==> src/hw/arith_flag_pkg.sv <==
// Shared constants for the signed arithmetic and flag datapath.
// Assumes a single clock domain; all users import the whole package.
package arith_flag_pkg;

  // ----------------------------------------------------------------
  // Widths and bit positions
  // ----------------------------------------------------------------
  localparam int WORD_W = 16;
  localparam int DWORD_W = 32;
  localparam int EXT_W = 34;
  localparam int SIGN16_BIT = 15;
  localparam int SIGN32_BIT = 31;

  // ----------------------------------------------------------------
  // Range limits and flag weights, sign-extended to EXT_W
  // ----------------------------------------------------------------
  localparam logic [EXT_W-1:0] POS16 = 34'h0_0000_7fff;
  localparam logic [EXT_W-1:0] NEG16 = 34'h3_ffff_8000;
  localparam logic [EXT_W-1:0] POS32 = 34'h0_7fff_ffff;
  localparam logic [EXT_W-1:0] NEG32 = 34'h3_8000_0000;
  localparam logic [EXT_W-1:0] WT16 = 34'h0_0000_8000;
  localparam logic [EXT_W-1:0] WT32 = 34'h0_8000_0000;
  localparam logic [EXT_W-1:0] ONE34 = 34'h0_0000_0001;
  localparam logic [EXT_W-1:0] ZERO34 = 34'h0_0000_0000;

  // ----------------------------------------------------------------
  // Floating-point field layout
  // ----------------------------------------------------------------
  localparam int FP_SIGN_BIT = 31;
  localparam int FP_EXP_HI = 30;
  localparam int FP_EXP_LO = 23;
  localparam int FP_FRAC_HI = 22;
  localparam logic [7:0] FP_EXP_ZERO = 8'h00;
  localparam logic [7:0] FP_EXP_ALL1 = 8'hff;
  localparam logic [9:0] FP_BIAS = 10'h07f;

  // ----------------------------------------------------------------
  // Operation codes
  // ----------------------------------------------------------------
  typedef enum logic [2:0] {
    OP_NONE = 3'b000,
    OP_INC = 3'b001,
    OP_DEC = 3'b010,
    OP_ADD = 3'b011,
    OP_SUB = 3'b100,
    OP_FDEC = 3'b101
  } op_t;

endpackage : arith_flag_pkg

==> src/hw/signed_arith_flag_unit.sv <==
// Signed increment, decrement, add and subtract with range flags,
// plus a field decoder for single-precision operands.
// Assumes requests come from execution logic on ref_clk, one per op_valid.
`timescale 1ns/1ps

// Function
// - Negatives are two's complement, built by inverting then adding one.
// - The top bit of an operand is its sign, bit 15 or bit 31.
// - Integer ranges are 16-bit and 32-bit signed.
// - Incrementing past the positive limit wraps to the negative limit and flags it.
// - Decrementing below the negative limit wraps to the positive limit and flags it.
// - Wrap flags are offered as outputs for cascading wider results.
// - Add and subtract use same-width sources and destination and give carry and borrow.
// - Carry is set when the true result is above the positive limit.
// - Borrow is set when the true result is below the negative limit.
// - The destination holds the true result minus the carry weight or plus the borrow weight.
// - A negative true add or subtract result has its sign bit set, also when it sets borrow.
// - A float is sign at 31, exponent at 30..23, fraction at 22..0.
// - The exponent carries a bias of 127 and a set sign means negative.
// - A normalized mantissa has an implied leading one.
// - A normalized float has an exponent strictly between 0 and 255.
// - A 32-bit operand is a low word for bits 15..0 and a high word for 31..16.
module signed_arith_flag_unit
  import arith_flag_pkg::*;
(
  input wire logic ref_clk, // 10 MHz clock
  input wire logic reset, // Async reset, active high
  input wire logic op_valid, // Request strobe
  input wire logic [2:0] op_code, // Operation, see op_t
  input wire logic wide, // 1: 32-bit operands
  input wire logic [WORD_W-1:0] src_a_lo, // Source A low word
  input wire logic [WORD_W-1:0] src_a_hi, // Source A high word
  input wire logic [WORD_W-1:0] src_b_lo, // Source B low word
  input wire logic [WORD_W-1:0] src_b_hi, // Source B high word
  output logic [WORD_W-1:0] dst_lo, // Result low word
  output logic [WORD_W-1:0] dst_hi, // Result high word
  output logic result_valid, // Result strobe
  output logic wrap_high_flag, // Increment overflow
  output logic wrap_low_flag, // Decrement underflow
  output logic carry_flag, // Add/sub above range
  output logic borrow_flag, // Add/sub below range
  output logic [3:0] instr_flag_output, // Zero, sign, high, low
  output logic fp_neg, // Float sign
  output logic [7:0] fp_exp, // Float biased exponent
  output logic [9:0] fp_exp_true, // Float unbiased exponent
  output logic fp_normal, // Float is normalized
  output logic [23:0] fp_mant // Float full mantissa
);

  // ----------------------------------------------------------------
  // Operand assembly
  // ----------------------------------------------------------------
  logic [EXT_W-1:0] a_val;
  logic [EXT_W-1:0] b_val;
  logic d_neg;
  logic [7:0] d_exp;
  logic [9:0] d_exp_true;
  logic d_normal;
  logic [23:0] d_mant;

  operand_join #(.OUT_W(EXT_W)) join_a (
    .word_lo(src_a_lo),
    .word_hi(src_a_hi),
    .wide(wide),
    .value(a_val)
  );

  operand_join #(.OUT_W(EXT_W)) join_b (
    .word_lo(src_b_lo),
    .word_hi(src_b_hi),
    .wide(wide),
    .value(b_val)
  );

  float_field_decode fp_dec (
    .fp_word({src_a_hi, src_a_lo}),
    .neg(d_neg),
    .exp_field(d_exp),
    .exp_true(d_exp_true),
    .normal(d_normal),
    .mant(d_mant)
  );

  // ----------------------------------------------------------------
  // Arithmetic and flag evaluation
  // ----------------------------------------------------------------
  op_t op;
  logic [EXT_W-1:0] pos_lim;
  logic [EXT_W-1:0] neg_lim;
  logic [EXT_W-1:0] weight;
  logic [EXT_W-1:0] b_negated;
  logic [EXT_W-1:0] true_val;
  logic [EXT_W-1:0] res_val;
  logic above;
  logic below;

  always_comb begin
    op = op_t'(op_code);
    pos_lim = wide ? POS32 : POS16;
    neg_lim = wide ? NEG32 : NEG16;
    weight = wide ? WT32 : WT16;
    b_negated = ~b_val + ONE34;
    case (op)
      OP_INC: true_val = a_val + ONE34;
      OP_DEC: true_val = a_val - ONE34;
      OP_ADD: true_val = a_val + b_val;
      OP_SUB: true_val = a_val + b_negated;
      default: true_val = ZERO34;
    endcase
    above = $signed(true_val) > $signed(pos_lim);
    below = $signed(true_val) < $signed(neg_lim);
    res_val = true_val;
    case (op)
      OP_INC: if (above) res_val = neg_lim;
      OP_DEC: if (below) res_val = pos_lim;
      OP_ADD, OP_SUB: begin
        if (above) begin
          res_val = true_val - weight;
        end else if (below) begin
          res_val = true_val + weight;
        end
      end
      default: res_val = ZERO34;
    endcase
  end

  // ----------------------------------------------------------------
  // Result and flag registers
  // ----------------------------------------------------------------
  logic [DWORD_W-1:0] dst_reg, dst_next;
  logic valid_reg, valid_next;
  logic high_reg, high_next;
  logic low_reg, low_next;
  logic carry_reg, carry_next;
  logic borrow_reg, borrow_next;
  logic wide_reg, wide_next;
  logic fp_neg_reg, fp_neg_next;
  logic [7:0] fp_exp_reg, fp_exp_next;
  logic [9:0] fp_et_reg, fp_et_next;
  logic fp_norm_reg, fp_norm_next;
  logic [23:0] fp_mant_reg, fp_mant_next;
  logic is_int;

  always_comb begin
    is_int = (op == OP_INC) || (op == OP_DEC) || (op == OP_ADD) || (op == OP_SUB);
    dst_next = dst_reg;
    valid_next = op_valid;
    high_next = high_reg;
    low_next = low_reg;
    carry_next = carry_reg;
    borrow_next = borrow_reg;
    wide_next = wide_reg;
    fp_neg_next = fp_neg_reg;
    fp_exp_next = fp_exp_reg;
    fp_et_next = fp_et_reg;
    fp_norm_next = fp_norm_reg;
    fp_mant_next = fp_mant_reg;
    if (op_valid && is_int) begin
      dst_next = res_val[DWORD_W-1:0];
      wide_next = wide;
      high_next = (op == OP_INC) && above;
      low_next = (op == OP_DEC) && below;
      carry_next = ((op == OP_ADD) || (op == OP_SUB)) && above;
      borrow_next = ((op == OP_ADD) || (op == OP_SUB)) && below;
    end else if (op_valid && (op == OP_FDEC)) begin
      fp_neg_next = d_neg;
      fp_exp_next = d_exp;
      fp_et_next = d_exp_true;
      fp_norm_next = d_normal;
      fp_mant_next = d_mant;
    end
  end

  always_ff @(posedge ref_clk or posedge reset) begin
    if (reset) begin
      dst_reg <= '0;
      valid_reg <= 1'b0;
      high_reg <= 1'b0;
      low_reg <= 1'b0;
      carry_reg <= 1'b0;
      borrow_reg <= 1'b0;
      wide_reg <= 1'b0;
      fp_neg_reg <= 1'b0;
      fp_exp_reg <= '0;
      fp_et_reg <= '0;
      fp_norm_reg <= 1'b0;
      fp_mant_reg <= '0;
    end else begin
      dst_reg <= dst_next;
      valid_reg <= valid_next;
      high_reg <= high_next;
      low_reg <= low_next;
      carry_reg <= carry_next;
      borrow_reg <= borrow_next;
      wide_reg <= wide_next;
      fp_neg_reg <= fp_neg_next;
      fp_exp_reg <= fp_exp_next;
      fp_et_reg <= fp_et_next;
      fp_norm_reg <= fp_norm_next;
      fp_mant_reg <= fp_mant_next;
    end
  end

  // ----------------------------------------------------------------
  // Outputs
  // ----------------------------------------------------------------
  logic dst_sign;
  logic dst_zero;

  always_comb begin
    dst_sign = wide_reg ? dst_reg[SIGN32_BIT] : dst_reg[SIGN16_BIT];
    dst_zero = wide_reg ? (dst_reg == '0) : (dst_reg[WORD_W-1:0] == '0);
  end

  assign dst_lo = dst_reg[WORD_W-1:0];
  assign dst_hi = dst_reg[DWORD_W-1:WORD_W];
  assign result_valid = valid_reg;
  assign wrap_high_flag = high_reg;
  assign wrap_low_flag = low_reg;
  assign carry_flag = carry_reg;
  assign borrow_flag = borrow_reg;
  // Cascading flags for following instructions
  assign instr_flag_output = {low_reg | borrow_reg, high_reg | carry_reg,
                              dst_sign, dst_zero};
  assign fp_neg = fp_neg_reg;
  assign fp_exp = fp_exp_reg;
  assign fp_exp_true = fp_et_reg;
  assign fp_normal = fp_norm_reg;
  assign fp_mant = fp_mant_reg;

  // ----------------------------------------------------------------
  // Assertions
  // ----------------------------------------------------------------
  logic [EXT_W-1:0] recon;

  always_comb begin
    recon = wide_reg ? {{(EXT_W-DWORD_W){dst_reg[SIGN32_BIT]}}, dst_reg}
                     : {{(EXT_W-WORD_W){dst_reg[SIGN16_BIT]}}, dst_reg[WORD_W-1:0]};
    if (carry_reg) recon = recon + (wide_reg ? WT32 : WT16);
    if (borrow_reg) recon = recon - (wide_reg ? WT32 : WT16);
  end
endmodule : signed_arith_flag_unit

==> src/hw/operand_join.sv <==
// Joins two 16-bit words into one operand and sign-extends it.
// Assumes the words come from logic on the same clock.
`timescale 1ns/1ps
module operand_join
  import arith_flag_pkg::*;
#(
  parameter int OUT_W = EXT_W
) (
  input wire logic [WORD_W-1:0] word_lo, // Bits 15..0
  input wire logic [WORD_W-1:0] word_hi, // Bits 31..16
  input wire logic wide, // 1: 32-bit operand
  output logic [OUT_W-1:0] value // Sign-extended operand
);

  always_comb begin
    if (wide) begin
      value = {{(OUT_W-DWORD_W){word_hi[SIGN16_BIT]}}, word_hi, word_lo};
    end else begin
      value = {{(OUT_W-WORD_W){word_lo[SIGN16_BIT]}}, word_lo};
    end
  end

endmodule : operand_join

==> src/hw/float_field_decode.sv <==
// Splits a single-precision word into its fields.
// Assumes a combinational path; the caller registers the results.
`timescale 1ns/1ps
module float_field_decode
  import arith_flag_pkg::*;
(
  input wire logic [DWORD_W-1:0] fp_word, // Packed float
  output logic neg, // Sign: 1 is negative
  output logic [7:0] exp_field, // Biased exponent
  output logic [9:0] exp_true, // Exponent minus bias
  output logic normal, // Exponent strictly inside range
  output logic [23:0] mant // Hidden one and fraction
);

  always_comb begin
    neg = fp_word[FP_SIGN_BIT];
    exp_field = fp_word[FP_EXP_HI:FP_EXP_LO];
    exp_true = {2'b00, exp_field} - FP_BIAS;
    normal = (exp_field != FP_EXP_ZERO) && (exp_field != FP_EXP_ALL1);
    mant = {normal, fp_word[FP_FRAC_HI:0]};
  end

endmodule : float_field_decode

==> config.mk <==
export PLATFORM = sky130hd
export DESIGN_NAME = signed_arith_flag_unit
export DESIGN_NICKNAME = d
export VERILOG_FILES = /design/src/hw/arith_flag_pkg.sv /design/src/hw/signed_arith_flag_unit.sv /design/src/hw/operand_join.sv /design/src/hw/float_field_decode.sv
export SDC_FILE = /design/constraint.sdc
export NUM_CORES = 1
export LEC_CHECK = 0
export BUFFER_PORTS_ARGS = -buffer_cell sky130_fd_sc_hd__buf_4
export CAP_MARGIN = 20
export CORE_ASPECT_RATIO = 0.75
export CORE_MARGIN = 2
export CORE_UTILIZATION = 54
export CTS_CLUSTER_DIAMETER = 60
export CTS_CLUSTER_SIZE = 16
export DETAILED_ROUTE_END_ITERATION = 7
export PLACE_DENSITY_LB_ADDON = 0.25
export SLEW_MARGIN = 20
export SYNTH_ARGS = -nofsm -noshare
export SYNTH_HDL_FRONTEND = slang
export SYNTH_HIERARCHICAL = 1
export SYNTH_SLANG_ARGS = --single-unit
==> constraint.sdc <==
create_clock -name ref_clk -period 2.5 [get_ports ref_clk]
set_input_delay 0.25 -clock ref_clk [delete_from_list [all_inputs] [get_ports ref_clk]]
set_output_delay 0.25 -clock ref_clk [all_outputs]
set_load 0.01 [all_outputs]
# Word-level counts from Yosys, hierarchy flattened
# Cells that the tools add are included.
[totals]
regBits = 82
output_inout_bits = 85
wordCells = 61
[classes]
addsub = 8
order_cmp = 2
eq_ne = 6
mux = 13
bitwise_logic = 4
n_reduce_logical = 16
[op_table]
columns = ["operator", "n"]
rows = [
  ["$mux 32", 5],
  ["$pmux 34 s4", 1],
  ["$pmux 32 s3", 1],
  ["$add 34x1->34 const B", 2],
  ["$add 34x34->34", 2],
  ["$mux 34", 2],
  ["$mux 31", 2],
  ["$gt 34x32->1", 1],
  ["$lt 34x32->1", 1],
  ["$not 34->34", 1],
  ["$sub 34x1->34 const B", 1],
  ["$add 32x32->32", 1],
  ["$logic_not 32->1", 1],
  ["$sub 32x32->32", 1],
  ["$logic_not 16->1", 1],
  ["$sub 8x7->9 const B", 1],
  ["$ne 8x8->1 const B", 1],
  ["$reduce_bool 8->1", 1],
  ["$logic_and 1x1->1", 7],
  ["$eq 3x2->1 const B", 2],
  ["$eq 3x3->1 const B", 2],
  ["$logic_or 1x1->1", 4],
  ["$eq 3x1->1 const B", 1],
  ["$mux 1", 2],
  ["4 further kinds", 5],
]

# Logic depth before layout (Yosys ltp)
[depth]
ltp_word = 9
mapped_depth = 31
mapped_depth_nobuf = 25

# Hierarchy
# Netlist, hierarchy kept.
[modules_own_cells]
columns = ["mod", "n_inst", "cells_per_inst", "area_each_um2", "seq_area_each_um2"]
rows = [
  ["signed_arith_flag_unit", 1, 1276, 10047.1, 2052.0],
  ["operand_join", 2, 37, 389.1, 0.0],
  ["float_field_decode", 1, 57, 414.1, 0.0],
]

# Worst setup path before layout
# No wires, ideal clock.
[synth_path]
path_type = "input -> register"
start = "in op_code[0]"
end = "reg dst_reg[15]"
setup_time_ps = 126
arrival_time_ps = 6294
required_time_ps = 2374
path_slack_ps = -3920
path_stages = 25
n_path_buf = 3
path_cell_list = "clkbuf_1 > clkbuf_1 > or3b_2 > ha_1 > fa_1 > a21o_1 > a221o_1 > a211oi_2 > o21ai_0 > a21boi_0 > xnor2_1 > o22ai_1 > ha_1 > nor4_1 > nand3_1 > nor3_1 > nand4_1 > nor4_1 > nand4_1 > o31ai_2 > a21oi_2 > buf_2 > o211ai_1 > nand2_1 > o32a_1"
[synth_between]
elab_chain_cells = 6
[synth_rtl]
columns = ["element", "line", "rtl"]
rows = [
  ["start, declared", "signed_arith_flag_unit.sv:29", "input wire logic [2:0] op_code,"],
  ["$eq 3x3->1 (tied with other cells)", "signed_arith_flag_unit.sv:103, signed_arith_flag_unit.sv:113, signed_arith_flag_unit.sv:145", ""],
  ["$pmux 34 s4", "signed_arith_flag_unit.sv:103", "case (op)"],
  ["$add 32x32->32 or $lt 34x32->1 (tied branches)", "signed_arith_flag_unit.sv:120, signed_arith_flag_unit.sv:111", ""],
  ["$mux 32", "signed_arith_flag_unit.sv:119", "end else if (below) begin"],
  ["$mux 32", "signed_arith_flag_unit.sv:117", "if (above) begin"],
  ["$pmux 32 s3", "signed_arith_flag_unit.sv:113", "case (op)"],
  ["end signal, assigned", "signed_arith_flag_unit.sv:189", "dst_reg <= dst_next;"],
  ["end, declared", "signed_arith_flag_unit.sv:130", "logic [DWORD_W-1:0] dst_reg, dst_next;"],
]
# Several ways; a longest one is shown, not always the timed one.
# A chain may end at the register's enable or synchronous reset.

# Final worst setup path
[layout_path]
start = "in op_code[2]"
end = "reg dst_reg[25]"
# Same word-level chain as after synthesis.

==> flow_summary.json <==
{
  "status": "finished with violations",
  "violations": "negative setup slack",
  "dp_hpwl_mm": 34.9,
  "die_y_um": 129,
  "crit_required_ps": 2750,
  "hold_viol": 0,
  "dp.cells": 2135,
  "grt_pass1_vias": 13100,
  "fin_ws_ps": -2940,
  "holdWs_ps": 84.3,
  "syn_area_per_cell_um2": 7.99,
  "hp-class": "in2reg",
  "p_per_area_mw_per_mm2": 518,
  "fp.coreArea_mm2": 0.0203,
  "ys.flop_type": "dfrtp_1",
  "cts_root_buf": "clkbuf_16",
  "yosys.area.top_type": "dfrtp_1",
  "place_area_mm2": 0.0154,
  "irDropWorstVdd_uv": 427,
  "multi_input_area_mm2": 0.00881,
  "die_area_mm2": 0.0220,
  "worstSetupPathType": "in2reg",
  "antenna_found_initial": 0,
  "crit_buf_inv": 2,
  "rows": 45,
  "cp_top_family": "compound AO/OA/AOI/OAI gates",
  "cts_tree": "yes",
  "drive_gt1_frac": 0.459,
  "finalNetCount": 2083,
  "fp.dieW_um": 171,
  "via_count": 13500,
  "yosysWarnings": 6,
  "cts_max_level": 3,
  "fin_crit_sh": 2.17,
  "slowest_stage": "or3b_4",
  "fin_area_mm2": 0.0167,
  "overflow": 0,
  "dr.first_iter.drc_count": 1450,
  "synthCells": 1407,
  "worstSetupStartpointType": "primary input",
  "portBuffers": 155,
  "ios": 156,
  "cts.clk_slew.worst_paths_ps": 80,
  "cts_buffer_depth": 2,
  "critPathMaxFanout": 8,
  "grt_pass1_wl_mm": 69.6,
  "ys_seq_elements": 82,
  "routed_wl_mm": 45.0,
  "layout.cells.non_filler": 2188,
  "cpPeakStageDelay_ps": 380,
  "wire_per_inst_um": 20.5,
  "final-setup-viol-count": 36,
  "gp_congestion": 0.983,
  "finalMaxSlewViolations": 0,
  "relSlewSlack": 0.568,
  "endpoint_kind": "flop",
  "fin_total_pwr_mw": 8.62,
  "clock-sinks": 82,
  "grt_max_degree": 49,
  "synth.top_cells.by_area": "dfrtp_1 18%, ha_1 12%, mux2_2 5.9%, a21oi_1 5.8%, buf_4 4.8%",
  "max_freq_mhz": 184,
  "synth-edff-count": 0,
  "final_antenna_net_count": 0,
  "p_leak_nw": 7.97,
  "yosysSeqAreaShare": 0.183,
  "worst_pin_slew_ps": 647,
  "min_period_ps": 5440,
  "clk_latency_ps": 360,
  "rsz0062_at_grt": "true",
  "drc": 0,
  "drv_cap": 0,
  "yosysUniqueCellTypes": 93,
  "numCtsBuffers": 9,
  "seqCellArea_mm2": 0.00205,
  "finClkSkew_ps": 0,
  "first_pass_iters": 6,
  "nFillCells": 1331,
  "antenna_cells": 0,
  "synth_nets": 1589,
  "async_flop_share": 1.00,
  "arrival_ps": 5690,
  "synth.top_cell.area_share": 0.183,
  "largest_reg_flops": 32,
  "via_per_inst": 6.19,
  "gr-usage-all-layers": 0.403,
  "start_util": 0.553,
  "area_delta_synth_final_pct": 48.2,
  "netlist_area_mm2": 0.0112
}
-- worst reg2reg max path: cells and delay by family (launching register included) --
kind / cells / cell delay, ps
AND/OR/NAND/NOR: 1 / 70
flip-flops: 1 / 430
AO/OA/AOI/OAI: 2 / 550
-- stage by stage --
step | setup TNS, ps | util | setup WS, ps
6_report | -101170 | 0.819 | -2940
5_1_grt | -105770 | 0.819 | -3070
4_1_cts | -96650 | 0.805 | -2810
3_5_place_dp | -125440 | 0.756 | -3680
3_3_place_gp | -118140 | 0.756 | -3460
2_1_floorplan | -107630 | - | -3190
-- power breakdown --
group	leakage, nW	switching (mW)	total, mW	internal, mW
registers	0.977	0.232	1.84	1.61
logic	6.84	2.65	5.23	2.58
clock network	0.158	0.737	1.55	0.812
-- cell usage in the layout, fill, tap and decap left out, types with 24 or more instances in the layout --
master   count
a21o_1      31
a21oi_1    111
buf_4      602
dfrtp_1     82
ha_1       102
inv_1       66
mux2_2      58
nand2_1     94
nand3_1     29
nand4_1     34
nor2_1      98
nor3_1      37
o21ai_0     57
xnor2_1     28
xor2_1      24
-- cells by family (layout without fill, tap and decap cells) --
group	after synthesis	in the layout	share of synthesized area
adder cells (fa/ha/maj)	111	111	0.125
XOR/XNOR	53	53	0.0413
flip-flops	82	82	0.183
buffers and inverters	214	711	0.103
AO/OA/AOI/OAI	426	427	0.256
multiplexers	94	94	0.0993
AND/OR/NAND/NOR	427	428	0.193
-- metal layers --
metal	wire [um]	vias to the layer above	GRT usage	share of wire
met1	19200	6429	0.566	0.43
met3	4650	126	0.0751	0.10
li1	-	6156	-	-
met2	19700	827	0.623	0.44
met4	1420	0	0.136	0.032
met5	0	-	0	0
-- repair_timing --
action | CTS | global route
cloned | 1 | 1
resized for setup | 93 | 51
buffers inserted | 29 | 7
hold buffers | 1 | 0
pin swaps | 51 | 29
endpoints found under the setup margin | 36 | 36
endpoints found under the hold margin | 34 | 0
-- final timing paths --
kind	slack (ps)	depth (start not counted)	start	to
worst min-delay path	80	1	op_valid	result_valid$_DFF_PP0_
min in group asynchronous	500	3	reset	fp_mant[10]$_DFFE_PP0P_
worst min register to register	510	1	fp_exp_true[8]$_DFFE_PP0P_	fp_exp_true[8]$_DFFE_PP0P_
max in group asynchronous	1300	4	reset	dst_reg[27]$_DFFE_PP0P_
worst max register to register	1350	3	dst_reg[25]$_DFFE_PP0P_	dst_reg[25]$_DFFE_PP0P_
worst max-delay path	-2940	25	op_code[2]	dst_reg[25]$_DFFE_PP0P_
-- Yosys cell counts (all sizes together) (11+ instances only) --
| master | instances |
|---|---|
| a211oi | 11 |
| a21o | 31 |
| a21oi | 133 |
| a31oi | 17 |
| and3 | 18 |
| buf | 94 |
| clkbuf | 53 |
| dfrtp | 82 |
| ha | 109 |
| inv | 67 |
| mux2 | 80 |
| mux2i | 14 |
| nand2 | 97 |
| nand3 | 34 |
| nand4 | 34 |
| nor2 | 102 |
| nor3 | 52 |
| nor4 | 18 |
| o211ai | 15 |
| o21a | 14 |
| o21ai | 79 |
| o21bai | 13 |
| o22ai | 18 |
| or3 | 12 |
| xnor2 | 29 |
| xor2 | 24 |
-- layout make-up --
class / instances / share of cell area
inverter: 67 / 0.0152
timing repair buffer: 628 / 0.292
tap: 282 / 0.0212
clock buffer: 9 / 0.0135
clock inverter: 7 / 0.00571
multi-input combinational: 1113 / 0.529
sequential: 82 / 0.123
Note: power is estimated with default switching activity, not from simulation.
